<file path="config.mk">
export PLATFORM = sky130hd
export DESIGN_NAME = ers_sequencer
export DESIGN_NICKNAME = d
export VERILOG_FILES = /design/src/core/ers_pkg.sv /design/src/core/ers_sequencer.sv
export SDC_FILE = /design/constraint.sdc
export NUM_CORES = 1
export LEC_CHECK = 0
export BUFFER_PORTS_ARGS = -buffer_cell sky130_fd_sc_hd__buf_4
export CORE_MARGIN = 4
export CORE_UTILIZATION = 45
export DETAILED_ROUTE_END_ITERATION = 8
export SETUP_SLACK_MARGIN = 0.3
export SYNTH_ARGS = -nofsm -noshare
export SYNTH_HDL_FRONTEND = slang
export SYNTH_SLANG_ARGS = --single-unit
</file>
<file path="constraint.sdc">
create_clock -name clk -period 6.7 [get_ports clk]
set_clock_uncertainty 0.1 [all_clocks]
set_input_delay 2.01 -clock clk [delete_from_list [all_inputs] [get_ports clk]]
set_output_delay 2.01 -clock clk [all_outputs]
set_load 0.005 [all_outputs]
</file>
<file path="src/core/ers_pkg.sv">
// Package for the elevator run sequencer: register map, timing, states
package ers_pkg;
    // Register byte offsets
    localparam logic [7:0] OFF_STATE = 8'h00;
    localparam logic [7:0] OFF_CREEP = 8'h04;
    localparam logic [7:0] OFF_FLOOR = 8'h08;
    localparam logic [7:0] OFF_CTRL = 8'h0C;
    localparam logic [7:0] OFF_BRREL = 8'h10;
    localparam logic [7:0] OFF_LOAD = 8'h14;
    localparam logic [7:0] OFF_BRAPP = 8'h18;
    localparam logic [7:0] OFF_DEMAG = 8'h1C;
    localparam logic [7:0] OFF_ROPE = 8'h20;
    localparam logic [7:0] OFF_SPEED = 8'h24;
    // Control register fields
    localparam int CTRL_DIRREQ = 0;
    localparam int CTRL_SERVO = 1;
    // Reset values
    localparam logic [15:0] RST_ZERO = 16'h0000;
    localparam logic [15:0] RST_ROPE = 16'h0001;
    localparam logic [15:0] RST_LOAD = 16'h00C8;
    // Start request threshold on the speed selection value
    localparam logic [15:0] START_THRESH = 16'h0712;
    // Default creep speed parameter number (menu 18, parameter 11)
    localparam logic [15:0] CREEP_DEFAULT = 16'h0713;
    // Update tick: 4 ms at 100 MHz
    localparam int CLK_MHZ = 100;
    localparam int TICK_MS = 4;
    localparam int TICK_CYC = TICK_MS * 1000 * CLK_MHZ;
    // Fixed waits in ms and in whole ticks, rounded up
    localparam int DEBOUNCE_MS = 100;
    localparam int SERVO_MAG_MS = 100;
    localparam int IND_DECAY_MS = 200;
    localparam logic [15:0] DEBOUNCE_TK = 16'((DEBOUNCE_MS + TICK_MS - 1) / TICK_MS);
    localparam logic [15:0] SERVO_MAG_TK = 16'((SERVO_MAG_MS + TICK_MS - 1) / TICK_MS);
    localparam logic [15:0] IND_DECAY_TK = 16'((IND_DECAY_MS + TICK_MS - 1) / TICK_MS);
    localparam logic [15:0] TICK_MS16 = 16'(TICK_MS);
    // Floor approach source codes
    localparam logic [2:0] FA_CREEP = 3'h0;
    localparam logic [2:0] FA_AIN3 = 3'h3;
    localparam logic [2:0] FA_SPDOFF = 3'h4;
    localparam logic [2:0] FA_DIST = 3'h5;
    typedef enum logic [2:0] {
        ST_IDLE, ST_DEBOUNCE, ST_MAGNET, ST_BRAKE_REL,
        ST_RUN, ST_BRAKE_APP, ST_DECAY, ST_RELEASE
    } ers_state_type;
endpackage : ers_pkg

</file>
<file path="src/core/ers_sequencer.sv">
// Elevator run sequencer with APB register slave
//
// Chosen here: the address map and the APB interface to the registers.
`timescale 1ns/10ps
module ers_sequencer
    import ers_pkg::*;
#(
    parameter int TICK_CYCLES = TICK_CYC
) (
    // Clock and reset
    input wire logic clk,
    input wire logic nrst,
    // APB slave
    input wire logic psel,
    input wire logic penable,
    input wire logic pwrite,
    input wire logic [7:0] paddr,
    input wire logic [31:0] pwdata,
    output logic [31:0] prdata,
    output logic pready,
    output logic pslverr,
    // Lift controller and drive status
    input wire logic [15:0] speedSelectionValue,
    input wire logic directionSignal,
    input wire logic startSignal,
    input wire logic rampActive,
    input wire logic contactorFeedbackInput,
    input wire logic motorMagnetised,
    input wire logic analogInputOne,
    input wire logic analogInputTwo,
    input wire logic analogInputThree,
    // Sequencer outputs
    output logic contactorOn,
    output logic currentEnable,
    output logic brakeRelease,
    output logic rampEnable,
    output logic loadMeasureActive,
    output logic [15:0] creepSpeedParam,
    output logic directFloorEnable,
    output logic floorStopRequest,
    output logic distanceControl,
    output logic [15:0] nominalSpeed
);
    logic [31:0] tickCnt_q, tickCnt_d;
    logic tick_q, tick_d;
    ers_state_type state_q, state_d;
    logic [15:0] timer_q, timer_d;
    logic [15:0] loadTimer_q, loadTimer_d;
    logic [15:0] creepSel_q, creepSel_d;
    logic [15:0] floorSel_q, floorSel_d;
    logic [15:0] ctrl_q, ctrl_d;
    logic [15:0] brRel_q, brRel_d;
    logic [15:0] loadTime_q, loadTime_d;
    logic [15:0] brApp_q, brApp_d;
    logic [15:0] demag_q, demag_d;
    logic [15:0] rope_q, rope_d;
    logic [15:0] autoSpeed_q, autoSpeed_d;
    logic [31:0] prdata_d;
    logic pready_d, pslverr_d;
    logic contactor_d, current_d, brake_d, ramp_d, loadAct_d;
    logic [15:0] creepOut_d, nominal_d;
    logic dtf_d, floorStop_d, dist_d;
    logic access, wr, mapped;
    logic startReq, servo;
    logic [15:0] timerInc, ticksBrRel, ticksLoad, ticksBrApp, ticksDemag;
    logic [31:0] ropeProd;

    // One-cycle tick enable from a divider
    always_comb begin
        tickCnt_d = tickCnt_q + 32'h0000_0001;
        tick_d = 1'b0;
        if (tickCnt_q >= 32'(TICK_CYCLES - 1)) begin
            tickCnt_d = 32'h0000_0000;
            tick_d = 1'b1;
        end
    end

    always_ff @(posedge clk or negedge nrst) begin
        if (!nrst) begin
            tickCnt_q <= 32'h0000_0000;
            tick_q <= 1'b0;
        end else begin
            tickCnt_q <= tickCnt_d;
            tick_q <= tick_d;
        end
    end

    // APB register file; answers in the access cycle, no wait states
    assign access = psel && penable;
    assign wr = access && pwrite;
    always_comb begin
        mapped = 1'b1;
        case (paddr)
            OFF_STATE, OFF_CREEP, OFF_FLOOR, OFF_CTRL, OFF_BRREL,
            OFF_LOAD, OFF_BRAPP, OFF_DEMAG, OFF_ROPE, OFF_SPEED: mapped = 1'b1;
            default: mapped = 1'b0;
        endcase
    end

    always_comb begin
        creepSel_d = creepSel_q;
        floorSel_d = floorSel_q;
        ctrl_d = ctrl_q;
        brRel_d = brRel_q;
        loadTime_d = loadTime_q;
        brApp_d = brApp_q;
        demag_d = demag_q;
        rope_d = rope_q;
        prdata_d = 32'h0000_0000;
        pready_d = 1'b0;
        pslverr_d = 1'b0;
        if (psel && !penable) begin
            pready_d = 1'b1;
            pslverr_d = !mapped;
        end
        // Read data is latched in setup so that it stands beside pready
        if (psel && !penable && !pwrite) begin
            case (paddr)
                OFF_STATE: prdata_d = {16'h0000, 13'h0000, state_q};
                OFF_CREEP: prdata_d = {16'h0000, creepSel_q};
                OFF_FLOOR: prdata_d = {16'h0000, floorSel_q};
                OFF_CTRL: prdata_d = {16'h0000, ctrl_q};
                OFF_BRREL: prdata_d = {16'h0000, brRel_q};
                OFF_LOAD: prdata_d = {16'h0000, loadTime_q};
                OFF_BRAPP: prdata_d = {16'h0000, brApp_q};
                OFF_DEMAG: prdata_d = {16'h0000, demag_q};
                OFF_ROPE: prdata_d = {16'h0000, rope_q};
                OFF_SPEED: prdata_d = {16'h0000, autoSpeed_q};
                default: prdata_d = 32'h0000_0000;
            endcase
        end
        if (wr) begin
            case (paddr)
                OFF_CREEP: creepSel_d = pwdata[15:0];
                OFF_FLOOR: floorSel_d = pwdata[15:0];
                OFF_CTRL: ctrl_d = {14'h0000, pwdata[1:0]};
                OFF_BRREL: brRel_d = pwdata[15:0];
                OFF_LOAD: loadTime_d = pwdata[15:0];
                OFF_BRAPP: brApp_d = pwdata[15:0];
                OFF_DEMAG: demag_d = pwdata[15:0];
                OFF_ROPE: rope_d = pwdata[15:0];
                default: ;
            endcase
        end
    end

    // Data phase outputs are registered, so pready rises in the access cycle
    always_ff @(posedge clk or negedge nrst) begin
        if (!nrst) begin
            creepSel_q <= RST_ZERO;
            floorSel_q <= RST_ZERO;
            ctrl_q <= RST_ZERO;
            brRel_q <= RST_ZERO;
            loadTime_q <= RST_LOAD;
            brApp_q <= RST_ZERO;
            demag_q <= RST_ZERO;
            rope_q <= RST_ROPE;
            prdata <= 32'h0000_0000;
            pready <= 1'b0;
            pslverr <= 1'b0;
        end else begin
            creepSel_q <= creepSel_d;
            floorSel_q <= floorSel_d;
            ctrl_q <= ctrl_d;
            brRel_q <= brRel_d;
            loadTime_q <= loadTime_d;
            brApp_q <= brApp_d;
            demag_q <= demag_d;
            rope_q <= rope_d;
            prdata <= prdata_d;
            pready <= pready_d;
            pslverr <= pslverr_d;
        end
    end

    // Programmable times are in ms; converted to ticks, rounded up
    function automatic logic [15:0] ms_to_ticks(input logic [15:0] ms);
        logic [16:0] sum;
        sum = {1'b0, ms} + {1'b0, TICK_MS16} - 17'h0_0001;
        return 16'(sum / {1'b0, TICK_MS16});
    endfunction : ms_to_ticks

    assign ticksBrRel = ms_to_ticks(brRel_q);
    assign ticksLoad = ms_to_ticks(loadTime_q);
    assign ticksBrApp = ms_to_ticks(brApp_q);
    assign ticksDemag = ms_to_ticks(demag_q);
    assign servo = ctrl_q[CTRL_SERVO];
    assign timerInc = (timer_q == 16'hFFFF) ? timer_q : timer_q + 16'h0001;
    assign startReq = (speedSelectionValue > START_THRESH)
        && (!ctrl_q[CTRL_DIRREQ] || directionSignal);

    // Run sequencer, advanced only on the update tick
    always_comb begin
        state_d = state_q;
        timer_d = timer_q;
        loadTimer_d = loadTimer_q;
        contactor_d = contactorOn;
        current_d = currentEnable;
        brake_d = brakeRelease;
        ramp_d = rampEnable;
        loadAct_d = 1'b0;
        if (tick_q) begin
            timer_d = timerInc;
            case (state_q)
                ST_IDLE: begin
                    timer_d = 16'h0000;
                    contactor_d = startReq;
                    if (startReq && contactorFeedbackInput) begin
                        state_d = ST_DEBOUNCE;
                    end
                end
                ST_DEBOUNCE: begin
                    if (timerInc >= DEBOUNCE_TK) begin
                        current_d = 1'b1;
                        timer_d = 16'h0000;
                        state_d = ST_MAGNET;
                    end
                end
                ST_MAGNET: begin
                    if (servo ? (timerInc >= SERVO_MAG_TK) : motorMagnetised) begin
                        brake_d = 1'b1;
                        timer_d = 16'h0000;
                        loadTimer_d = 16'h0000;
                        state_d = ST_BRAKE_REL;
                    end
                end
                ST_BRAKE_REL: begin
                    // Load measurement starts once the brake release time is over
                    if (timerInc > ticksBrRel && loadTimer_q < ticksLoad) begin
                        loadTimer_d = loadTimer_q + 16'h0001;
                        loadAct_d = 1'b1;
                    end
                    if (timerInc >= ticksBrRel && loadTimer_d >= ticksLoad) begin
                        ramp_d = 1'b1;
                        state_d = ST_RUN;
                    end
                end
                ST_RUN: begin
                    if (!startSignal && speedSelectionValue == 16'h0000 && !rampActive) begin
                        brake_d = 1'b0;
                        ramp_d = 1'b0;
                        timer_d = 16'h0000;
                        state_d = ST_BRAKE_APP;
                    end
                end
                ST_BRAKE_APP: begin
                    if (timerInc >= ticksBrApp) begin
                        current_d = 1'b0;
                        timer_d = 16'h0000;
                        state_d = ST_DECAY;
                    end
                end
                ST_DECAY: begin
                    if (timerInc >= (servo ? ticksDemag : IND_DECAY_TK)) begin
                        contactor_d = 1'b0;
                        state_d = ST_RELEASE;
                    end
                end
                ST_RELEASE: begin
                    if (!contactorFeedbackInput && !startReq) begin
                        state_d = ST_IDLE;
                    end
                end
                default: state_d = ST_IDLE;
            endcase
        end else begin
            loadAct_d = loadActiveHold();
        end
    end

    function automatic logic loadActiveHold();
        return loadMeasureActive;
    endfunction : loadActiveHold

    // Floor approach source and creep redirection
    assign ropeProd = 32'(speedSelectionValue) * 32'(rope_q);
    always_comb begin
        creepOut_d = (creepSel_q == RST_ZERO) ? CREEP_DEFAULT : creepSel_q;
        nominal_d = ropeProd[15:0];
        autoSpeed_d = nominal_d;
        dtf_d = (floorSel_q != RST_ZERO);
        floorStop_d = 1'b0;
        dist_d = 1'b0;
        case (floorSel_q[2:0])
            FA_CREEP: floorStop_d = 1'b0;
            3'h1: floorStop_d = analogInputOne;
            3'h2: floorStop_d = analogInputTwo;
            FA_AIN3: floorStop_d = analogInputThree;
            FA_SPDOFF: floorStop_d = (speedSelectionValue == 16'h0000);
            FA_DIST: dist_d = 1'b1;
            default: dtf_d = 1'b0;
        endcase
        if (floorSel_q > 16'(FA_DIST)) begin
            dtf_d = 1'b0;
            floorStop_d = 1'b0;
            dist_d = 1'b0;
        end
    end

    always_ff @(posedge clk or negedge nrst) begin
        if (!nrst) begin
            state_q <= ST_IDLE;
            timer_q <= RST_ZERO;
            loadTimer_q <= RST_ZERO;
            autoSpeed_q <= RST_ZERO;
            contactorOn <= 1'b0;
            currentEnable <= 1'b0;
            brakeRelease <= 1'b0;
            rampEnable <= 1'b0;
            loadMeasureActive <= 1'b0;
            creepSpeedParam <= CREEP_DEFAULT;
            nominalSpeed <= RST_ZERO;
            directFloorEnable <= 1'b0;
            floorStopRequest <= 1'b0;
            distanceControl <= 1'b0;
        end else begin
            state_q <= state_d;
            timer_q <= timer_d;
            loadTimer_q <= loadTimer_d;
            autoSpeed_q <= autoSpeed_d;
            contactorOn <= contactor_d;
            currentEnable <= current_d;
            brakeRelease <= brake_d;
            rampEnable <= ramp_d;
            loadMeasureActive <= loadAct_d;
            creepSpeedParam <= creepOut_d;
            nominalSpeed <= nominal_d;
            directFloorEnable <= dtf_d;
            floorStopRequest <= floorStop_d;
            distanceControl <= dist_d;
        end
    end
endmodule : ers_sequencer

</file>
# Word-level counts from Yosys, hierarchy flattened
# Index checks and enable logic that the tools add are counted.
# totals
register_bits,256
wordCells,173
# classes
add_sub_neg,11
n_mul,1
order_cmp,10
eq_ne,30
muxes,48
reduce_logical,47
# op_table
operator,count
$mux 16,11
$pmux 16 s10,1
$pmux 16 s5,1
$add 16x3->17 const B,4
$sub 17x1->17 const B,4
$ge 16x15->1,4
$add 16x1->16 const B,2
$add 32x1->32 const B,1
$eq 8x5->1 const B,4
$ge 32x19->1 const B,1
$logic_not 16->1,2
$mux 32,1
$pmux 16 s2,1
$mux 3,8
$pmux 3 s8,1
$eq 3x3->1 const B,6
$mux 1,18
$eq 16x16->1 const B,1
$eq 8x4->1 const B,2
$eq 8x6->1 const B,2
$ge 16x5->1 const B,1
$gt 16x11->1 const B,1
$gt 16x15->1,1
$gt 16x3->1 const B,1
22 further kinds,68

# Longest topological paths before layout
# depth
word_depth,11
ltp_mapped,29
mapped_depth_nobuf,28

# Worst setup path before layout
# Ideal clock, no wire load.
# synth_path
kind,input to register
startpoint,input speedSelectionValue[7]
endpoint,register autoSpeed_q[15]
t_arrival_ns,6.500
required_ns,6.475
setup_slack_ns,-0.025
path_stages,18
cell_sequence,clkbuf_1 nand2_1 fa_1 inv_1 fa_1 inv_1 fa_1 inv_1 fa_1 inv_1 fa_1 inv_1 fa_1 ha_1 or2_2 a21oi_1 a31oi_1 xnor2_1
# synth_via
elab_chain_cells,1
# synth_lines
item,line_no,rtl
"start, declared",ers_sequencer.sv:23,"input wire logic [15:0] speedSelectionValue,"
$mul 16x16->16,ers_sequencer.sv:276,assign ropeProd = 32'(speedSelectionValue) * 32'(rope_q);
named net ropeProd[15],ers_sequencer.sv:66,logic [31:0] ropeProd;
"end signal, assigned",ers_sequencer.sv:320,autoSpeed_q <= autoSpeed_d;
"end, declared",ers_sequencer.sv:57,"logic [15:0] autoSpeed_q, autoSpeed_d;"
# The timed path passes the listed nets, and every way through them passes these cells.
# A chain may end at the register's enable or synchronous reset.

# Worst setup path in the final report
# layout_path
startpoint,input speedSelectionValue[13]
endpoint,register autoSpeed_q[15]
# The elaborated chain is that of the path after synthesis.

==> reports/summary.txt <==
Status: finished, final reports clean
First-pass GRT wire length: 78300 µm
Antenna Nets Post-Route: 0
Reg2Reg Depth: 20
Clock Path Buffers: 3
Worst endpoint data arrival time: 6560 ps
Vias in the first global route: 13.9k
Max-Cap Viols: 0
Postcts setup bufs: 0
Flip-flop and latch count after synthesis: 240
Core Footprint: 38000 µm²
Largest net degree at the start of global routing: 121
Unrepaired setup endpoints after global routing: false
Starting DRT DRC Count: 897
Final period util: 93.1%
Register area: 6020 µm²
CTS H-tree lvls: 1
CP max FO: 2
Worst Hold Depth: 0
CTS Buf Count: 29
Fmax: 160 MHz
Crit path kind: primary input to flop
RePlAce Congestion: 0.882
Die area: 42100 µm²
Multi-input gate area: 10700 µm²
Seq/Total Area, Yosys: 34.4%
Ys async rst share: 100%
Routed WL: 49300 µm
Gr ovfl total: 0
Clock Sinks: 240
Via-to-Cell Ratio: 5.67
Rel. slew slack: 35.1%
Synth Warn #: 0
Top FF cell, synth: dfrtp_1
Worst-skew pair later-pin latency: 560 ps
Final worst path period need: 6240 ps
Crit path required time: 7030 ps
Leak Pwr: 0.00960 µW
Synth cell types: 94
Final setup viols: 0
GRT Total Usage: 23.6%
Placed Instances: 2338
EDFF count, synth: 0
Crit path max-delay cell type: fa_1
PostCTS Resize Cnt: 0
# DRC: 0
Port buffer count: 110
Final TNS setup: 0 ps
Root Driver: clkbuf_16
Maximum vdd drop: 0.000207 V
First-pass DRT Iterations: 5
Final non-filler cell total: 2391
Row Count: 71
Initial antenna violation count: 1
Max Slew Vio Count: 0
Starting Density: 46.0%
Die height: 205 µm
Average size of a mapped cell: 10.0 µm²
Commonest non-fill, non-tap cell in the layout: dfrtp_1
I/O pin count: 143
Worst Hold Class: flop to flop
CTS clk-pin slew, worst paths: 50 ps
Commonest non-fill, non-tap cells in the layout: dfrtp_1 (229), nand2_1 (161), buf_4 (149), inv_1 (133), ha_1 (118)
Worst-Margin Slew: 974 ps
Routed vias: 13.5k
Biggest register: tickCnt_q
Crit. End Element: flop
Startpoint Class: primary input
WL per Instance: 20.6 µm
CTS tree: yes
# fillers: 3525
Post-detail-place hpwl: 38000 µm
Layout cell share with drive strength beyond 1: 19.9%
Pwr/cell area: 225 nW/µm²
DIE WIDTH: 205 µm
Post-CTS Hold Fix Bufs: 0
Largest register FFs: 32
Final hold viol count: 0
Fin nets: 2128
Synthesized area: 17500 µm²
Worst-path cell chain: buf_4 -> and2_4 -> fa_1 -> inv_2 -> fa_1 -> inv_1 -> fa_1 -> fa_1 -> inv_2 -> fa_1 -> fa_2 -> xor2_2 -> xnor2_1 -> xnor2_1 -> xnor2_1 -> xnor2_1 -> xnor2_1 -> buf_4 -> xnor2_2
CP max stage delay: 560 ps
Flop2flop setup slack: 720 ps
Post-Syn Instances: 1742
Layout area overhead: 14.4%
stage by stage:
| step | total power, µW | area [µm²] | util, % | hold WS [ps] | setup WS, ps |
|---|---|---|---|---|---|
| floorplan | 2500 | 17700 | - | 355 | 302 |
| global placement | 2920 | 19000 | 50.0 | 309 | -53.3 |
| detailed placement | 2940 | 19000 | 50.0 | 316 | -97.7 |
| CTS | 4500 | 20000 | 52.5 | 328 | 387 |
| global route | 4750 | 20000 | 52.7 | 349 | 301 |
| finish | 4500 | 20000 | 52.7 | 338 | 462 |
per-layer routing:
| layer | vias to the layer above | part of all wire (%) | global-route usage [%] |
|---|---|---|---|
| li1 | 6309 | - | - |
| met1 | 6775 | 45 | 33.6 |
| met2 | 394 | 47 | 38.9 |
| met3 | 68 | 5.4 | 2.81 |
| met4 | 0 | 2.1 | 5.12 |
| met5 | - | 0 | 0 |
power breakdown:
part	switching [µW]	leakage, µW	internal, µW
registers	148	0.00324	1540
logic	743	0.00590	519
clock network	627	0.000460	919
total	1520	0.00960	2980
synthesized netlist by cell type (18+ instances only):
cell type  count  share of area [%]
dfrtp_1      230                 33
nand2_1      163                3.5
inv_1        135                2.9
ha_1         121                8.7
mux2_2       115                7.4
fa_1          80                9.2
and2_1        74                2.6
nor2_1        72                1.5
xnor2_1       70                3.5
clkbuf_1      67                1.4
a22oi_1       54                2.3
xor2_1        53                2.7
nand3_1       41                1.2
a21oi_1       36                1.0
nor3_1        32               0.92
nand4_1       31                1.1
and3_1        30                1.1
o21ai_0       28               0.80
a21o_1        18               0.77
nor4_1        18               0.64
final timing paths:
path / from / endpoint
max: speedSelectionValue[13] / autoSpeed_q[15]$_DFF_PN0_
min: creepSel_q[14]$_DFFE_PN0P_ / creepSpeedParam[14]$_DFF_PN0_
max reg2reg: timer_q[2]$_DFFE_PN0P_ / state_q[1]$_DFFE_PN0P_
min reg2reg: creepSel_q[14]$_DFFE_PN0P_ / creepSpeedParam[14]$_DFF_PN0_
max in group asynchronous: nrst / creepSel_q[2]$_DFFE_PN0P_
min in group asynchronous: nrst / timer_q[11]$_DFFE_PN0P_
critical path: cells and delay by family:
family	cells	cell delay, ps
buffers and inverters	5	420
XOR/XNOR	7	1040
adder cells (fa/ha/maj)	6	2970
AND/OR/NAND/NOR	1	130
cell type report:
cell class | instances | area share [%]
Multi-Input combinational cell | 1300 | 53.7
Sequential cell | 240 | 30.1
Timing Repair Buffer | 152 | 5.84
Clock buffer | 43 | 4.29
Tap cell | 511 | 3.19
Inverter | 135 | 2.53
Clock inverter | 9 | 0.394
Antenna cell | 1 | 0.0125
cells by family (layout without fill, tap and decap cells):
family                   Yosys count  after routing  synth area share, %
adder cells (fa/ha/maj)          202            202                 17.9
other                              1             30               0.0214
AND/OR/NAND/NOR                  554            554                 17.0
buffers and inverters            230            339                 5.42
XOR/XNOR                         124            124                 6.28
multiplexers                     119            119                 7.66
flip-flops                       240            240                 34.4
AO/OA/AOI/OAI                    272            272                 11.4
(Power assumes the default switching activity.)
